## config.mk

```make
export PLATFORM = sky130hd
export DESIGN_NAME = otig_guard
export DESIGN_NICKNAME = d
export VERILOG_FILES = /design/src/inc/otig_pkg.sv /design/src/hw/otig_guard.sv
export SDC_FILE = /design/constraint.sdc
export NUM_CORES = 1
export LEC_CHECK = 0
export BUFFER_PORTS_ARGS = -buffer_cell sky130_fd_sc_hd__buf_2
export CORE_MARGIN = 2
export CORE_UTILIZATION = 42
export CTS_CLUSTER_SIZE = 14
export DETAILED_ROUTE_END_ITERATION = 6
export GPL_TIMING_DRIVEN = 0
export PLACE_DENSITY = 0.71
export SLEW_MARGIN = 5
export SYNTH_ARGS = -nofsm -noshare
export SYNTH_HDL_FRONTEND = slang
export SYNTH_SLANG_ARGS = --single-unit
```

## constraint.sdc

```tcl
create_clock -name hclk -period 2.1 [get_ports hclk]
set_input_delay 0.42 -clock hclk [delete_from_list [all_inputs] [get_ports hclk]]
set_output_delay 0.42 -clock hclk [all_outputs]
set_load 0.05 [all_outputs]
```

## src/inc/otig_pkg.sv

```systemverilog
package otig_pkg;
  // Register byte offsets.
  localparam logic [7:0] OTIG_CTRL_OFF = 8'h00;
  localparam logic [7:0] OTIG_EXT5_OFF = 8'h04;
  localparam logic [7:0] OTIG_STAT_OFF = 8'h08;
  localparam logic [7:0] OTIG_MASK_OFF = 8'h0C;
  localparam logic [7:0] OTIG_PINS_OFF = 8'h10;
  localparam logic [7:0] OTIG_ERR_OFF = 8'h14;
  // Control and EXT5 register fields and reset values.
  localparam int OTIG_CTRL_MODE_LSB = 0;
  localparam int OTIG_CTRL_SEQ_LSB = 4;
  localparam int OTIG_CTRL_CLR_BIT = 8;
  localparam logic [1:0] OTIG_MODE_RST = 2'h1;
  localparam logic [2:0] OTIG_SEQ_RST = 3'h0;
  localparam logic [15:0] OTIG_EXT5_RST = 16'h0000;
  localparam int OTIG_EXT5_HOME_BIT = 7;
  // Over-travel modes.
  localparam logic [1:0] OTIG_MODE_INHIBIT = 2'h0;
  localparam logic [1:0] OTIG_MODE_IGNORE = 2'h1;
  localparam logic [1:0] OTIG_MODE_ERROR = 2'h2;
  // Status and mask bit positions.
  localparam int OTIG_ST_OT_ERR = 0;
  localparam int OTIG_ST_HOME_ERR = 1;
  localparam int OTIG_ST_LIM_STOP = 2;
  localparam int OTIG_ST_W = 3;
  // Protective error codes.
  localparam logic [7:0] OTIG_OT_MAIN = 8'h26;
  localparam logic [3:0] OTIG_OT_SUB = 4'h0;
  localparam logic [7:0] OTIG_HOME_MAIN = 8'h5E;
  localparam logic [3:0] OTIG_HOME_SUB = 4'h3;
  // AHB encodings.
  localparam logic [1:0] OTIG_HTRANS_NONSEQ = 2'h2;
  localparam logic [2:0] OTIG_HSIZE_WORD = 3'h2;
endpackage

```

## src/hw/otig_guard.sv

```systemverilog
`timescale 1ns/1ps
module otig_guard
  import otig_pkg::*;
#(
  parameter int TORQUE_W = 16
)
(
  input wire logic hclk,
  input wire logic hresetn,
  input wire logic hsel,
  input wire logic [31:0] haddr,
  input wire logic [1:0] htrans,
  input wire logic hwrite,
  input wire logic [2:0] hsize,
  input wire logic [31:0] hwdata,
  input wire logic hready,
  output logic [31:0] hrdata,
  output logic hreadyout,
  output logic hresp,
  input wire logic positive_limit_in,
  input wire logic negative_limit_in,
  input wire logic moving_cw,
  input wire logic moving_ccw,
  input wire logic profile_homing_active,
  input wire logic index_return_active,
  input wire logic index_return_abnormal,
  input wire logic signed [TORQUE_W-1:0] torque_cmd_in,
  output logic signed [TORQUE_W-1:0] torque_cmd_out,
  output logic stop_request,
  output logic [2:0] stop_sequence_out,
  output logic energize_enable,
  output logic protect_error,
  output logic [7:0] error_main,
  output logic [3:0] error_sub,
  output logic irq
);

  if (TORQUE_W < 2 || TORQUE_W > 32)
  begin : g_bad_width
    $error("TORQUE_W must lie between 2 and 32");
  end

  typedef struct packed {
    logic lim_p;
    logic lim_n;
    logic lim_any_prev;
    logic [1:0] mode;
    logic [2:0] stop_seq;
    logic [15:0] ext5;
    logic [OTIG_ST_W-1:0] status;
    logic [OTIG_ST_W-1:0] mask;
    logic err_latched;
    logic [7:0] err_main;
    logic [3:0] err_sub;
    logic energize;
    logic signed [TORQUE_W-1:0] torque_out;
    logic stop_req;
    logic [2:0] stop_seq_out;
    logic irq;
    logic [31:0] rdata;
    logic wr_pend;
    logic [7:0] wr_addr;
  } otig_state_t;

  otig_state_t s_q;
  otig_state_t s_d;

  logic [1:0] eff_mode;
  logic inhib_cw;
  logic inhib_ccw;
  logic ot_err_ev;
  logic home_err_ev;
  logic lim_stop_ev;
  logic addr_ok;
  logic [OTIG_ST_W-1:0] rd_clr;

  // Profile homing overrides the configured mode so the homing move is not
  // cut short by its own limit search.
  assign eff_mode = profile_homing_active ? OTIG_MODE_IGNORE : s_q.mode;
  assign inhib_cw = (eff_mode == OTIG_MODE_INHIBIT) && s_q.lim_p;
  assign inhib_ccw = (eff_mode == OTIG_MODE_INHIBIT) && s_q.lim_n;
  assign lim_stop_ev = (inhib_cw && moving_cw) || (inhib_ccw && moving_ccw);
  assign ot_err_ev = (eff_mode == OTIG_MODE_ERROR)
                     && (s_q.lim_p || s_q.lim_n);
  assign home_err_ev = (s_q.ext5[OTIG_EXT5_HOME_BIT] && index_return_active
                        && (s_q.lim_p || s_q.lim_n) && !s_q.lim_any_prev)
                       || index_return_abnormal;
  assign addr_ok = hsel && hready && (htrans == OTIG_HTRANS_NONSEQ)
                   && (hsize == OTIG_HSIZE_WORD);

  always_comb
  begin
    s_d = s_q;
    rd_clr = '0;
    s_d.lim_p = positive_limit_in;
    s_d.lim_n = negative_limit_in;
    s_d.lim_any_prev = s_q.lim_p || s_q.lim_n;

    // Zeroing only the inhibited sign lets the drive back off the limit.
    s_d.torque_out = torque_cmd_in;
    if ((inhib_cw && torque_cmd_in > 0) || (inhib_ccw && torque_cmd_in < 0))
    begin
      s_d.torque_out = '0;
    end
    s_d.stop_req = lim_stop_ev;
    s_d.stop_seq_out = s_q.stop_seq;

    // First protective error keeps its code until software clears it.
    if (!s_q.err_latched && home_err_ev)
    begin
      s_d.err_latched = 1'b1;
      s_d.err_main = OTIG_HOME_MAIN;
      s_d.err_sub = OTIG_HOME_SUB;
    end
    else if (!s_q.err_latched && ot_err_ev)
    begin
      s_d.err_latched = 1'b1;
      s_d.err_main = OTIG_OT_MAIN;
      s_d.err_sub = OTIG_OT_SUB;
    end
    if (home_err_ev)
    begin
      s_d.energize = 1'b0;
    end

    // Bus address phase: read data is prepared here so it is a flop output.
    s_d.wr_pend = addr_ok && hwrite;
    s_d.wr_addr = haddr[7:0];
    s_d.rdata = '0;
    if (addr_ok && !hwrite)
    begin
      unique case (haddr[7:0])
        OTIG_CTRL_OFF:
        begin
          s_d.rdata[OTIG_CTRL_MODE_LSB +: 2] = s_q.mode;
          s_d.rdata[OTIG_CTRL_SEQ_LSB +: 3] = s_q.stop_seq;
        end
        OTIG_EXT5_OFF: s_d.rdata[15:0] = s_q.ext5;
        OTIG_STAT_OFF:
        begin
          s_d.rdata[OTIG_ST_W-1:0] = s_q.status;
          rd_clr = s_q.status;
        end
        OTIG_MASK_OFF: s_d.rdata[OTIG_ST_W-1:0] = s_q.mask;
        OTIG_PINS_OFF:
          s_d.rdata[4:0] = {s_q.energize, inhib_ccw, inhib_cw,
                            s_q.lim_n, s_q.lim_p};
        OTIG_ERR_OFF:
          s_d.rdata[12:0] = {s_q.err_latched, s_q.err_sub, s_q.err_main};
        default: s_d.rdata = '0;
      endcase
    end

    // Data phase write. Mode 3 is not a legal setting and is dropped.
    if (s_q.wr_pend)
    begin
      unique case (s_q.wr_addr)
        OTIG_CTRL_OFF:
        begin
          if (hwdata[OTIG_CTRL_MODE_LSB +: 2] != 2'h3)
          begin
            s_d.mode = hwdata[OTIG_CTRL_MODE_LSB +: 2];
          end
          s_d.stop_seq = hwdata[OTIG_CTRL_SEQ_LSB +: 3];
          if (hwdata[OTIG_CTRL_CLR_BIT] && !home_err_ev && !ot_err_ev)
          begin
            s_d.err_latched = 1'b0;
            s_d.err_main = '0;
            s_d.err_sub = '0;
            s_d.energize = 1'b1;
          end
        end
        OTIG_EXT5_OFF: s_d.ext5 = hwdata[15:0];
        OTIG_MASK_OFF: s_d.mask = hwdata[OTIG_ST_W-1:0];
        default: s_d.mode = s_q.mode;
      endcase
    end

    // A new event in the clearing read cycle survives the clear.
    s_d.status = (s_q.status & ~rd_clr)
                 | {lim_stop_ev, home_err_ev, ot_err_ev};
    s_d.irq = |(s_d.status & s_q.mask);
  end

  always_ff @(posedge hclk or negedge hresetn)
  begin
    if (!hresetn)
    begin
      s_q <= '0;
      s_q.mode <= OTIG_MODE_RST;
      s_q.stop_seq <= OTIG_SEQ_RST;
      s_q.ext5 <= OTIG_EXT5_RST;
      s_q.energize <= 1'b1;
    end
    else
    begin
      s_q <= s_d;
    end
  end

  assign hrdata = s_q.rdata;
  assign hreadyout = 1'b1;
  assign hresp = 1'b0;
  assign torque_cmd_out = s_q.torque_out;
  assign stop_request = s_q.stop_req;
  assign stop_sequence_out = s_q.stop_seq_out;
  assign energize_enable = s_q.energize;
  assign protect_error = s_q.err_latched;
  assign error_main = s_q.err_main;
  assign error_sub = s_q.err_sub;
  assign irq = s_q.irq;
endmodule // otig_guard

```

# Yosys cells after proc, flatten, opt, wreduce, memory -nomap -nowiden

Cells that the tools add are included.

Input bits: 97
Register bits after elaboration: 106
Word-level logic and storage cells: 90

$lt $le $gt $ge: 2
Reductions and logical operators: 36
Eq/ne operators: 11
Mux-type cells: 18
Bitwise gates (word level): 4

Operators by type and width:

| kind                                                                           | count |
|---|---|
| 14-bit two-way mux                                                             | 3 |
| 16-bit two-way mux                                                             | 2 |
| 13-bit two-way mux                                                             | 2 |
| 8-bit by 4-bit == test with 1-bit output (second input constant)               | 3 |
| 1-bit logical AND                                                              | 19 |
| 8-bit by 3-bit == test with 1-bit output (second input constant)               | 2 |
| 8-bit by 5-bit == test with 1-bit output (second input constant)               | 2 |
| 16-bit by 1-bit > comparator with 1-bit output (second input constant)         | 1 |
| 8-bit logical NOT                                                              | 2 |
| 16-bit by 1-bit less-than comparator with 1-bit output (second input constant) | 1 |
| 2-bit one-hot mux with 6 select lines                                          | 1 |
| 6-bit one-hot mux with 2 select lines                                          | 1 |
| 3-bit two-way mux                                                              | 3 |
| 3-bit AND                                                                      | 2 |
| 2-bit one-hot mux with 3 select lines                                          | 1 |
| 2-bit AND reduction                                                            | 3 |
| 1-bit logical NOT                                                              | 5 |
| 1-bit one-hot mux with 5 select lines                                          | 1 |
| 2-bit == test (second input constant)                                          | 2 |
| 1-bit logical OR                                                               | 4 |
| 1-bit one-hot mux with 4 select lines                                          | 1 |
| 3-bit by 2-bit == test with 1-bit output (second input constant)               | 1 |
| 3-bit NOT                                                                      | 1 |
| 3-bit bitwise OR                                                               | 1 |
| 7 further kinds                                                                | 7 |

# Depth between registers and ports, before layout

Gate-level depths: netlist of run 1.

Word-level depth: 10
Depth in mapped cells: 5
Gate-level depth less buffers: 5

# Worst setup path before layout of run 1

OpenSTA, ideal clock, no wires.

Path type: input -> register
Start point: input haddr[5]
End point: register s_q (netlist bit hrdata[12])
Stages on the path: 5
Buffers on the path: 1
Data arrival time: 1.688 ns
Slack: 0.339 ns
Path through: or4_4 > buf_6 > nor4_4 > a22oi_1 > nor2_1

RTL lines:

| item        | RTL line         | source |
|---|---|---|
| from (decl) | otig_guard.sv:11 | `input wire logic [31:0] haddr,` |
| to (decl)   | otig_guard.sv:65 | `otig_state_t s_q;` |

# Final worst setup path of run 1

Start point: register s_q[1] (netlist name)
End point: register s_q[94] (netlist name)

Word-level cells in the longest chain between the ends: 2

RTL lines:

| item                                     | RTL line          | source |
|---|---|---|
| 8-bit by 3-bit == test with 1-bit output | otig_guard.sv:157 | `unique case (s_q.wr_addr)` |
| 2-bit AND reduction (no source line)     | n/a               |  |

No other way between the ends.
A chain may end at the register's enable or synchronous reset.

==> metrics.txt, run 1 <==
status=finished, final reports clean; Clock Tree Buf Depth=2; Ports=166; Mapped Area=4080 sq um; max_cap viols=0; Core Rows=35; vias in the first global route=2,777; core area=9330 sq um; Initial Utilization=between 40% and 50%; Worst Path Required=2.33 ns; Worst Hold End=s_q[104]$_DFF_PN0_; Die ar.=10,500 sq um; Post-synth ARST share=100%; internal reg-to-reg setup slack=0.15 ns; most common cell after layout, fill and taps aside=buf_2; TritonRoute pass-1 iters=4; worst hold path depth=1; critical path class=flip-flop to flip-flop; Leakage=0.00253 uW; layout net count=571; critical path's largest stage delay=0.52 ns; WL final=8.83 mm; Worst-Skew Late Latency=approximately 0.35 ns; Port Buf Inserts=about 110; slew at the pin closest to its max-slew limit=about 1 ns; placed cell count=589; CP Cell Sequence=nor4b_1 -> nand3_2 -> buf_2 -> mux2_2; initial antenna violation count=0; Max Clk Rate=513 MHz; pwr/cell area=693 nW/um^2; share of layout cells above drive strength 1=roughly half; Max FO, Critical Path=10; Max-slew headroom=a little under a third; die width=103 microns; RSZ-0062 raised after global routing=no; HP Start=negative_limit_in; Synth-to-Final Area Change=25.0%; H-Tree Depth=3; slowest CP cell=nor4b_1; DR DRC count=0; Worst Slack Setup Final=between 0.1 and 0.15 ns; post-route minimum period=1.95 ns; Antenna Nets Post-Route=0; fin. max-slew vios=0; Global Route Usage Sum=17.2%; worst r2r src=s_q[1]$_DFF_PN0_; clk sink count=90; sequential fraction of the synthesis area=55.3%; Max VDD drop=between 0.0003 and 0.0004 V; top_reg_cell synth=dfrtp_1; Die Y=slightly above 100 microns; WP data arrival=2.18 ns; gpl congestion=between 0.8 and 0.9; DP Worst Slack=-0.142 ns; global route total overflow=0; first-pass GRT wire length=13.6 mm; Worst Reg-to-Reg Cells=4; CP Capture Type=flip-flop; mean post-synth cell area=roughly 12 sq um; root buffer cell=clkbuf_8; Startpoint Class=flip-flop; Tcrit/Tclk final=92.9%; final std cells w/o fill=608; filler cell count in the final layout=843; Setup Skew=approximately 0.013 ns; Final Setup Violations=0; CTS tree=done; most frequent cells in the layout=108 x buf_2, 88 x dfrtp_1, 68 x buf_4; yosys warns=0; CTS buffer count=9; diodes inserted=0; EDFF count, synth=0; worst hold path class=primary input to flip-flop; Initial DRC Count=116; pin count of the biggest net entering global routing=67; worst r2r dst=s_q[94]$_DFFE_PN0P_; wire length per cell=14.5 microns; clk slew on worst S/H paths=about 0.090 ns; Syn Inst Count=336; dpl hpwl=6.64 mm; Via density=between 4 and 5; final hold violations=0; Synth Register Bits=90; Unique masters post-synth=51; overall via count from detail_route=2,867
-- flip-flops by register name, indices dropped and copies added, names as in the netlist --
signal             count
error_main             8
hrdata                16
stop_request           1
irq                    1
error_sub              4
s_q                   36
s_d                    3
protect_error          1
energize_enable        1
torque_cmd_out        16
stop_sequence_out      3
-- layer usage --
layer | global-route usage, % | up-vias | wire (microns)
met5 | 0 | - | 0
met4 | 7.38 | 0 | 187
met3 | 3.46 | 15 | 623
met2 | 27.8 | 110 | 4300
met1 | 22.7 | 1376 | 3720
li1 | - | 1366 | -
-- worst max-delay path by stage --
stage	start	end	slack, ns	cells after the start
detailed placement	hsize[2]	s_q[79]$_DFF_PN0_	-0.14	5
global placement	hresetn	hrdata[11]$_DFF_PN0_	-0.17	1
CTS	s_q[1]$_DFF_PN0_	energize_enable$_DFF_PN1_	0.02	4
finish	s_q[1]$_DFF_PN0_	s_q[94]$_DFFE_PN0P_	0.15	4
global route	s_q[1]$_DFF_PN0_	s_q[91]$_DFFE_PN0P_	0.004	4
floorplan	haddr[5]	hrdata[12]$_DFF_PN0_	0.34	5
-- critical path: cells and delay by family, from the launching register on --
family	cells	cell delay (ns)
buffers and inverters	1	0.30
DFF	1	0.41
muxes	1	0.30
and+or+nand+nor	2	0.82
-- logic make-up after synthesis --
family,Yosys count,share of synthesized area (%)
AND/OR/NAND/NOR,88,13.9
other,2,0.184
multiplexers,28,8.50
flip-flops,90,55.3
buffers and inverters,81,13.7
AO/OA/AOI/OAI,47,8.50
-- synth_stat cells, types with 4 or more instances --
cell / number / area share, %
a22oi_1: 12 / 2.2
and2_1: 15 / 2.3
and3_1: 4 / 0.61
buf_4: 65 / 12
dfrtp_1: 88 / 54
inv_1: 10 / 0.92
mux2_2: 23 / 6.3
nand2_1: 4 / 0.37
nor2_1: 23 / 2.1
nor2b_1: 4 / 0.61
nor3_1: 5 / 0.61
nor3b_1: 5 / 0.92
nor4_1: 5 / 0.77
o21ai_0: 11 / 1.3
o31ai_1: 6 / 1.1
-- where the power goes --
group	total (uW)	switching (uW)	internal (uW)	leakage, uW
combinational	528	335	193	0.00136
clock	1170	616	553	0.0000925
sequential	1840	38.1	1800	0.00108
-- through the flow --
stage	hold slack (ns)	TNS, ns	util, %	total power (uW)	cell area, sq um
6_report	0.179	0	54.7	3530	5100
3_3_place_gp	0.377	-14.34	51.8	2380	4840
4_1_cts	0.166	0	54.4	3570	5080
3_5_place_dp	0.356	-0.661	52.2	2400	4870
5_1_grt	0.164	0	54.7	3690	5100
2_1_floorplan	0.124	0	-	2230	4140
-- what timing repair did --
item                                   CTS  global route
endpoints found under the hold margin   24             0
resized for setup                        1             2
hold buffers                             1             0
setup endpoints to repair                2            16
setup buffers                            0             2
gates cloned                             0             0
-- cell type report --
class / count / area (sq um) / share of cell area [%]
Tap cell: 129 / 161 / 3.17
Clock buffer: 10 / 128 / 2.50
Multi-Input combinational cell: 181 / 1340 / 26.3
Clock inverter: 6 / 67.6 / 1.33
Timing Repair Buffer: 111 / 591 / 11.6
Sequential cell: 90 / 2250 / 44.2
Buffer: 71 / 520 / 10.2
Inverter: 10 / 37.5 / 0.736
Power figures use the tool's default switching activity.
==> inputs of run 2 (changes only) <==
==> constraint.sdc (replaced) <==
create_clock -name hclk -period 2.4 [get_ports hclk]
set_input_delay 0.48 -clock hclk [delete_from_list [all_inputs] [get_ports hclk]]
set_output_delay 0.48 -clock hclk [all_outputs]
set_load 0.05 [all_outputs]
==> metrics.txt, run 2 (synthesis results as in run 1) <==
status=finished, final reports clean; internal reg-to-reg setup slack=0.23 ns (+0.08 ns); slew at the pin closest to its max-slew limit=1.02 ns (-0.00536 ns); die width=103 microns (unchanged); Placed Area=4870 sq um (unchanged); diodes inserted=0 (unchanged); worst r2r dst=error_main[1]$_DFF_PN0_; global route total overflow=0 (unchanged); Ports=166 (unchanged); Via density=4.74 (+0.57%); Core Rows=35 (unchanged); initial antenna violation count=0 (unchanged); Core Util, Final=54.3% (-0.40 points); Tcrit/Tclk final=90.5% (-2.4 points); pin count of the biggest net entering global routing=67 (unchanged); Initial DRC Count=101 (-13%); Die ar.=10,500 sq um (unchanged); Startpoint Class=flip-flop; WL final=8.88 mm (+0.54%); DR DRC count=0 (unchanged); post-route minimum period=2.17 ns (+0.221 ns); Max FO, Critical Path=7 (-3); CTS tree=done; most frequent cells in the layout=108 x buf_2, 88 x dfrtp_1, 66 x buf_4; Max Clk Rate=461 MHz (-10%); Global Route Usage Sum=17.2% (-0.058 points); Clock Tree Buf Depth=2 (unchanged); RSZ-0062 raised after global routing=no; Final Setup Violations=0 (unchanged); post-CTS setup buffer count=0 (unchanged); Max-slew headroom=31.5% (+0.36 points); WP data arrival=2.41 ns (+0.23 ns); CTS buffer count=9 (unchanged); root buffer cell=clkbuf_8; Worst Path Required=2.64 ns (+0.31 ns); Port Buf Inserts=107 (unchanged); fin. max-slew vios=0 (unchanged); Die Y=103 microns (unchanged); Synth-to-Final Area Change=24.1%; worst hold path class=primary input to async pin; area of all placed cells without fillers=5060 sq um (-0.74%); vias in the first global route=2,770 (-0.25%); layout net count=568 (-0.53%); Worst Slack Setup Final=0.229 ns (+0.0790 ns); TritonRoute pass-1 iters=4 (unchanged); Antenna Nets Post-Route=0 (unchanged); final hold violations=0 (unchanged); pwr/cell area=610 nW/um^2 (-12%); Largest Register=s_q; Setup Skew=0.0132 ns (-0.000217 ns); Worst-Skew Late Latency=0.35 ns (about the same); Worst Reg-to-Reg Cells=4 (unchanged); dpl hpwl=6.64 mm (unchanged); clk sink count=90 (unchanged); max FFs per register=36 (unchanged); Initial Utilization=43.7% (unchanged); core area=9330 sq um (unchanged); H-Tree Depth=3 (unchanged); count of hold-fix buffers inserted at cts=0 (-1); final total power=3090 uW (-13%); wire length per cell=14.7 microns (+1.0%); overall via count from detail_route=2,869 (+0.070%); share of layout cells above drive strength 1=48.9% (-0.74 points); post-cts repair resize count=0 (-1); DP Worst Slack=0.0982 ns (+0.240 ns); Leakage=0.00252 uW (-0.50%); gpl congestion=0.829 (unchanged); CP Capture Type=flip-flop; max_cap viols=0 (unchanged); Max VDD drop=0.000285 V (-15%); first-pass GRT wire length=13.5 mm (-0.36%); worst setup path start=s_q[5]$_DFF_PN0_; Worst setup endpoint=error_main[1]$_DFF_PN0_; setup TNS=0 ns (unchanged); most common cell after layout, fill and taps aside=buf_2; clk slew on worst S/H paths=0.09 ns (about the same); worst r2r src=s_q[5]$_DFF_PN0_; critical path class=flip-flop to flip-flop
## run 2: how the worst min path moves through the flow
stage	start	endpoint	slack (ns)	cells after the start
after floorplan	hresetn	error_main[0]$_DFF_PN0_	0.18	0
after global placement	s_d[42]$_DFFE_PN0P_	stop_sequence_out[0]$_DFF_PN0_	0.38	0
after detailed placement	s_d[44]$_DFFE_PN0P_	stop_sequence_out[2]$_DFF_PN0_	0.39	0
after CTS	hresetn	torque_cmd_out[14]$_DFF_PN0_	0.03	1
after global routing	hresetn	torque_cmd_out[14]$_DFF_PN0_	0.03	1
final	hresetn	torque_cmd_out[4]$_DFF_PN0_	0.02	1
## run 2: metrics by stage
stage / hold slack, ns / std cells
final: 0.0248 / 605
after global routing: 0.0266 / 605
after global placement: 0.377 / 588
after detailed placement: 0.391 / 589
after CTS: 0.0278 / 605
after floorplan: 0.184 / 352
## run 2: worst max-delay path, stage by stage, from the launching register on
cell and delay (ns):
dfrtp_1 0.38, nor4_2 0.44, nand4_1 0.25, nor3_1 0.72, o21ba_2 0.25
## run 2: power by group
| group | internal (uW) | switching, uW | leakage (uW) |
|---|---|---|---|
| combinational | 168 | 293 | 0.00135 |
| sequential | 1570 | 33.5 | 0.00108 |
| clock | 484 | 535 | 0.0000925 |
## run 2: area by class of cell
class | count | area (sq um)
Fill cell | 844 | 4270
Multi-Input combinational cell | 181 | 1330
Clock buffer | 10 | 128
Buffer | 71 | 520
Timing Repair Buffer | 108 | 566
Tap cell | 129 | 161
Clock inverter | 6 | 67.6
Sequential cell | 90 | 2250
Inverter | 10 | 37.5
## run 2: routing by layer
metal  track usage [%]  wire length, microns  vias up  part of all wire (%)
met1              22.7                  3870     1394                    44
met5                 0                     0        -                     0
met3              3.46                   550       13                   6.2
met4              7.38                   186        0                   2.1
met2              27.7                  4280      103                    48
li1                  -                     -     1359                     -
==> inputs of run 3 (changes only) <==
--- a/config.mk
+++ b/config.mk
@@ -5,6 +5,7 @@
 export SDC_FILE = /design/constraint.sdc
 export NUM_CORES = 1
 export LEC_CHECK = 0
+export ABC_AREA = 1
 export BUFFER_PORTS_ARGS = -buffer_cell sky130_fd_sc_hd__buf_2
 export CORE_MARGIN = 2
 export CORE_UTILIZATION = 42
==> metrics.txt, run 3 <==
max FFs per register=36 (unchanged); Startpoint Class=flip-flop; diodes inserted=0 (unchanged); Worst Path Required=2.65 ns (about the same); DP Worst Slack=0.555 ns (+0.457 ns); WP data arrival=1.92 ns (-0.49 ns); Initial DRC Count=127 (+26%); post-CTS setup buffer count=0 (unchanged); Worst Slack Setup Final=0.733 ns (+0.504 ns); Max FO, Critical Path=10 (+3); most common cell after layout, fill and taps aside=nand2_1; Max VDD drop=0.000236 V (-17%); DR DRC count=0 (unchanged); Global Route Usage Sum=17.5% (+0.39 points); placed cell count=736 (+25%); most frequent cells in the layout=121 x nand2_1, 107 x buf_2, 88 x dfrtp_1; final hold violations=0 (unchanged); yosys warns=0 (unchanged); Unique masters post-synth=30 (-41%); CP Cell Sequence=nor2_1 -> inv_1 -> nor4_1 -> nand2_1 -> buf_2 -> nand2_1 -> nand2_1; Sw Share=27.6% (-0.32 points); Synth Register Bits=90 (unchanged); Worst-Skew Late Latency=0.36 ns (about the same); final std cells w/o fill=751 (+24%); final hold slack=0.0739 ns (+0.0491 ns); CTS buffer count=9 (unchanged); overall via count from detail_route=3,315 (+16%); top_reg_cell synth=dfrtp_1; Crit path buffers/inverters=2 (+2); dpl hpwl=6.93 mm (+4.3%); Most Frequent Cell on Critical Path=nand2_1; share of layout cells above drive strength 1=33.8% (-15 points); Core Rows=36 (+2.9%); internal power=2180 uW (-1.9%); first-pass GRT wire length=14.9 mm (+10%); Mapped Area=4170 sq um (+2.2%); Worst Reg-to-Reg Cells=7 (+3); clk sink count=90 (unchanged); worst setup path start=s_q[1]$_DFF_PN0_; count leader, synth=nand2_1; Port Buf Inserts=107 (unchanged); share of power burned in registers=52.4% (+0.3 points); Antenna Nets Post-Route=0 (unchanged); Syn Inst Count=479 (+43%); worst r2r src=s_q[1]$_DFF_PN0_; RSZ-0062 raised after global routing=no; Die Y=104 microns (+1.1%); area leader, netlist=dfrtp_1; layout net count=711 (+25%); slew at the pin closest to its max-slew limit=0.567 ns (-0.451 ns); internal reg-to-reg setup slack=0.73 ns (+0.50 ns); vias in the first global route=3,212 (+16%); final total power=3020 uW (-2.3%); fin. max-slew vios=0 (unchanged); pin count of the biggest net entering global routing=57 (-15%); post-route minimum period=1.67 ns (-0.504 ns); TritonRoute pass-1 iters=4 (unchanged); worst hold path class=primary input to async pin; Post-synth ARST share=100% (unchanged); pwr/cell area=586 nW/um^2 (-4.0%); post-cts repair resize count=0 (unchanged); switching power=832 uW (-3.4%); slowest CP cell=dfrtp_1; Worst setup endpoint=s_q[94]$_DFFE_PN0P_; Largest Register=s_q; H-Tree Depth=3 (unchanged); Clock Tree Buf Depth=2 (unchanged); critical path class=flip-flop to flip-flop; Leakage=0.00280 uW (+11%); clock share of power=32.9% (about the same); max_cap viols=0 (unchanged); Setup Skew=0.00989 ns (-0.00328 ns); worst r2r dst=s_q[94]$_DFFE_PN0P_; CP Capture Type=flip-flop; EDFF count, synth=0 (unchanged); Max Clk Rate=600 MHz (+30%); Post-synth top cells=121 x nand2_1, 88 x dfrtp_1, 67 x buf_4, 59 x nor2_1, 47 x inv_1; initial antenna violation count=0 (unchanged); Synth-to-Final Area Change=23.6%; Final Setup Violations=0 (unchanged); gpl congestion=0.858 (+3.5%); status=finished, final reports clean; Initial Utilization=43.0% (-0.68 points); Via density=4.41 (-6.9%); CP top delay family=simple AND/OR/NAND/NOR gates; clk slew on worst S/H paths=0.08 ns (about the same); core area=9680 sq um (+3.8%); die width=104 microns (+1.1%); Ports=166 (unchanged); count of hold-fix buffers inserted at cts=0 (unchanged); top post-synthesis cells by area=dfrtp_1 53%, buf_4 12%, nand2_1 11%; global route total overflow=0 (unchanged); mean post-synth cell area=8.70 sq um (-28%); filler cell count in the final layout=927 (+9.8%); setup TNS=0 ns (unchanged); Max-slew headroom=61.9% (+30 points); WL final=9.11 mm (+2.6%); root buffer cell=clkbuf_8; CTS tree=done; top cell type's share of synthesized area=52.8% (-1.2 points); sequential fraction of the synthesis area=54.1% (-1.2 points); Comb power frac=14.7% (-0.2 points); Worst path depth=7 (+3); Tcrit/Tclk final=69.5% (-21 points); critical path's largest stage delay=0.37 ns (-0.35 ns); wire length per cell=12.1 microns (-17%); Die ar.=10,700 sq um (+2.1%)
## run 3: cell types whose count changed after synthesis, sizes merged, moves of 5 or more
cell | before | now
nand2 | 4 | 126
inv | 10 | 50
nor2 | 24 | 62
mux2 | 23 | 2
nand3 | 3 | 24
and2 | 15 | 0
a21oi | 1 | 14
a22oi | 12 | 0
o21ai | 11 | 21
nand4 | 2 | 8
nor4 | 8 | 2
o31ai | 6 | 0
and3 | 5 | 0
nor3b | 5 | 0
## run 3: how the worst min path moves through the flow
stage                              from                        endpoint  slack [ns]  cells after the start
finish                          hresetn             hrdata[9]$_DFF_PN0_        0.07                      1
global route                    hresetn            hrdata[10]$_DFF_PN0_        0.09                      1
CTS                             hresetn            hrdata[10]$_DFF_PN0_        0.08                      1
detailed placement  s_d[43]$_DFFE_PN0P_  stop_sequence_out[1]$_DFF_PN0_        0.41                      0
global placement    s_d[43]$_DFFE_PN0P_  stop_sequence_out[1]$_DFF_PN0_        0.38                      0
floorplan                       hresetn         error_main[0]$_DFF_PN0_        0.18                      0
## run 3: layout make-up
type,count,area (sq um),share of cell area [%]
buffer,69,512,9.93
tap,133,166,3.23
inverter,51,201,3.91
timing repair buffer,108,566,11.0
clock buffer,14,183,3.55
sequential,90,2250,43.8
clock inverter,1,7.51,0.146
multi-input combinational,285,1260,24.5
## run 3: per-layer routing
metal	up-vias	part of all wire, %	track usage (%)
met1	1517	45	22.7
met4	0	1.6	8.11
met5	-	0	0
li1	1669	-	-
met2	117	48	28.3
met3	12	5.7	3.90
## run 3: logic make-up (layout without fill, tap and decap cells)
kind of cell / after synthesis / count (layout) / synth area share [%]
other: 2 / 18 / 0.180
muxes: 2 / 2 / 0.540
AOI/OAI and AO/OA: 36 / 36 / 4.38
and+or+nand+nor: 229 / 229 / 23.7
DFF: 90 / 90 / 54.1
buffers and inverters: 120 / 243 / 17.1
## run 3: power groups by stage
| stage | sequential, uW | clock, uW | combinational, uW |
|---|---|---|---|
| 2_1_floorplan | 1610 | 0 | 310 |
| 3_3_place_gp | 1610 | 0 | 434 |
| 3_5_place_dp | 1610 | 0 | 446 |
| 4_1_cts | 1580 | 1020 | 447 |
| 5_1_grt | 1590 | 1080 | 477 |
| 6_report | 1580 | 993 | 444 |
## run 3: through the flow
stage / utilization, % / area [sq um]
finish: 53.2 / 5150
detailed placement: 51.2 / 4960
floorplan: - / 4230
CTS: 53.2 / 5150
global route: 53.2 / 5150
global placement: 50.9 / 4930
## run 3: worst register-to-register path, cell delays in order, from the launching register on
cell	delay [ns]
dfrtp_1	0.37
nor2_1	0.18
inv_1	0.08
nor4_1	0.24
nand2_1	0.28
buf_2	0.28
nand2_1	0.09
nand2_1	0.05
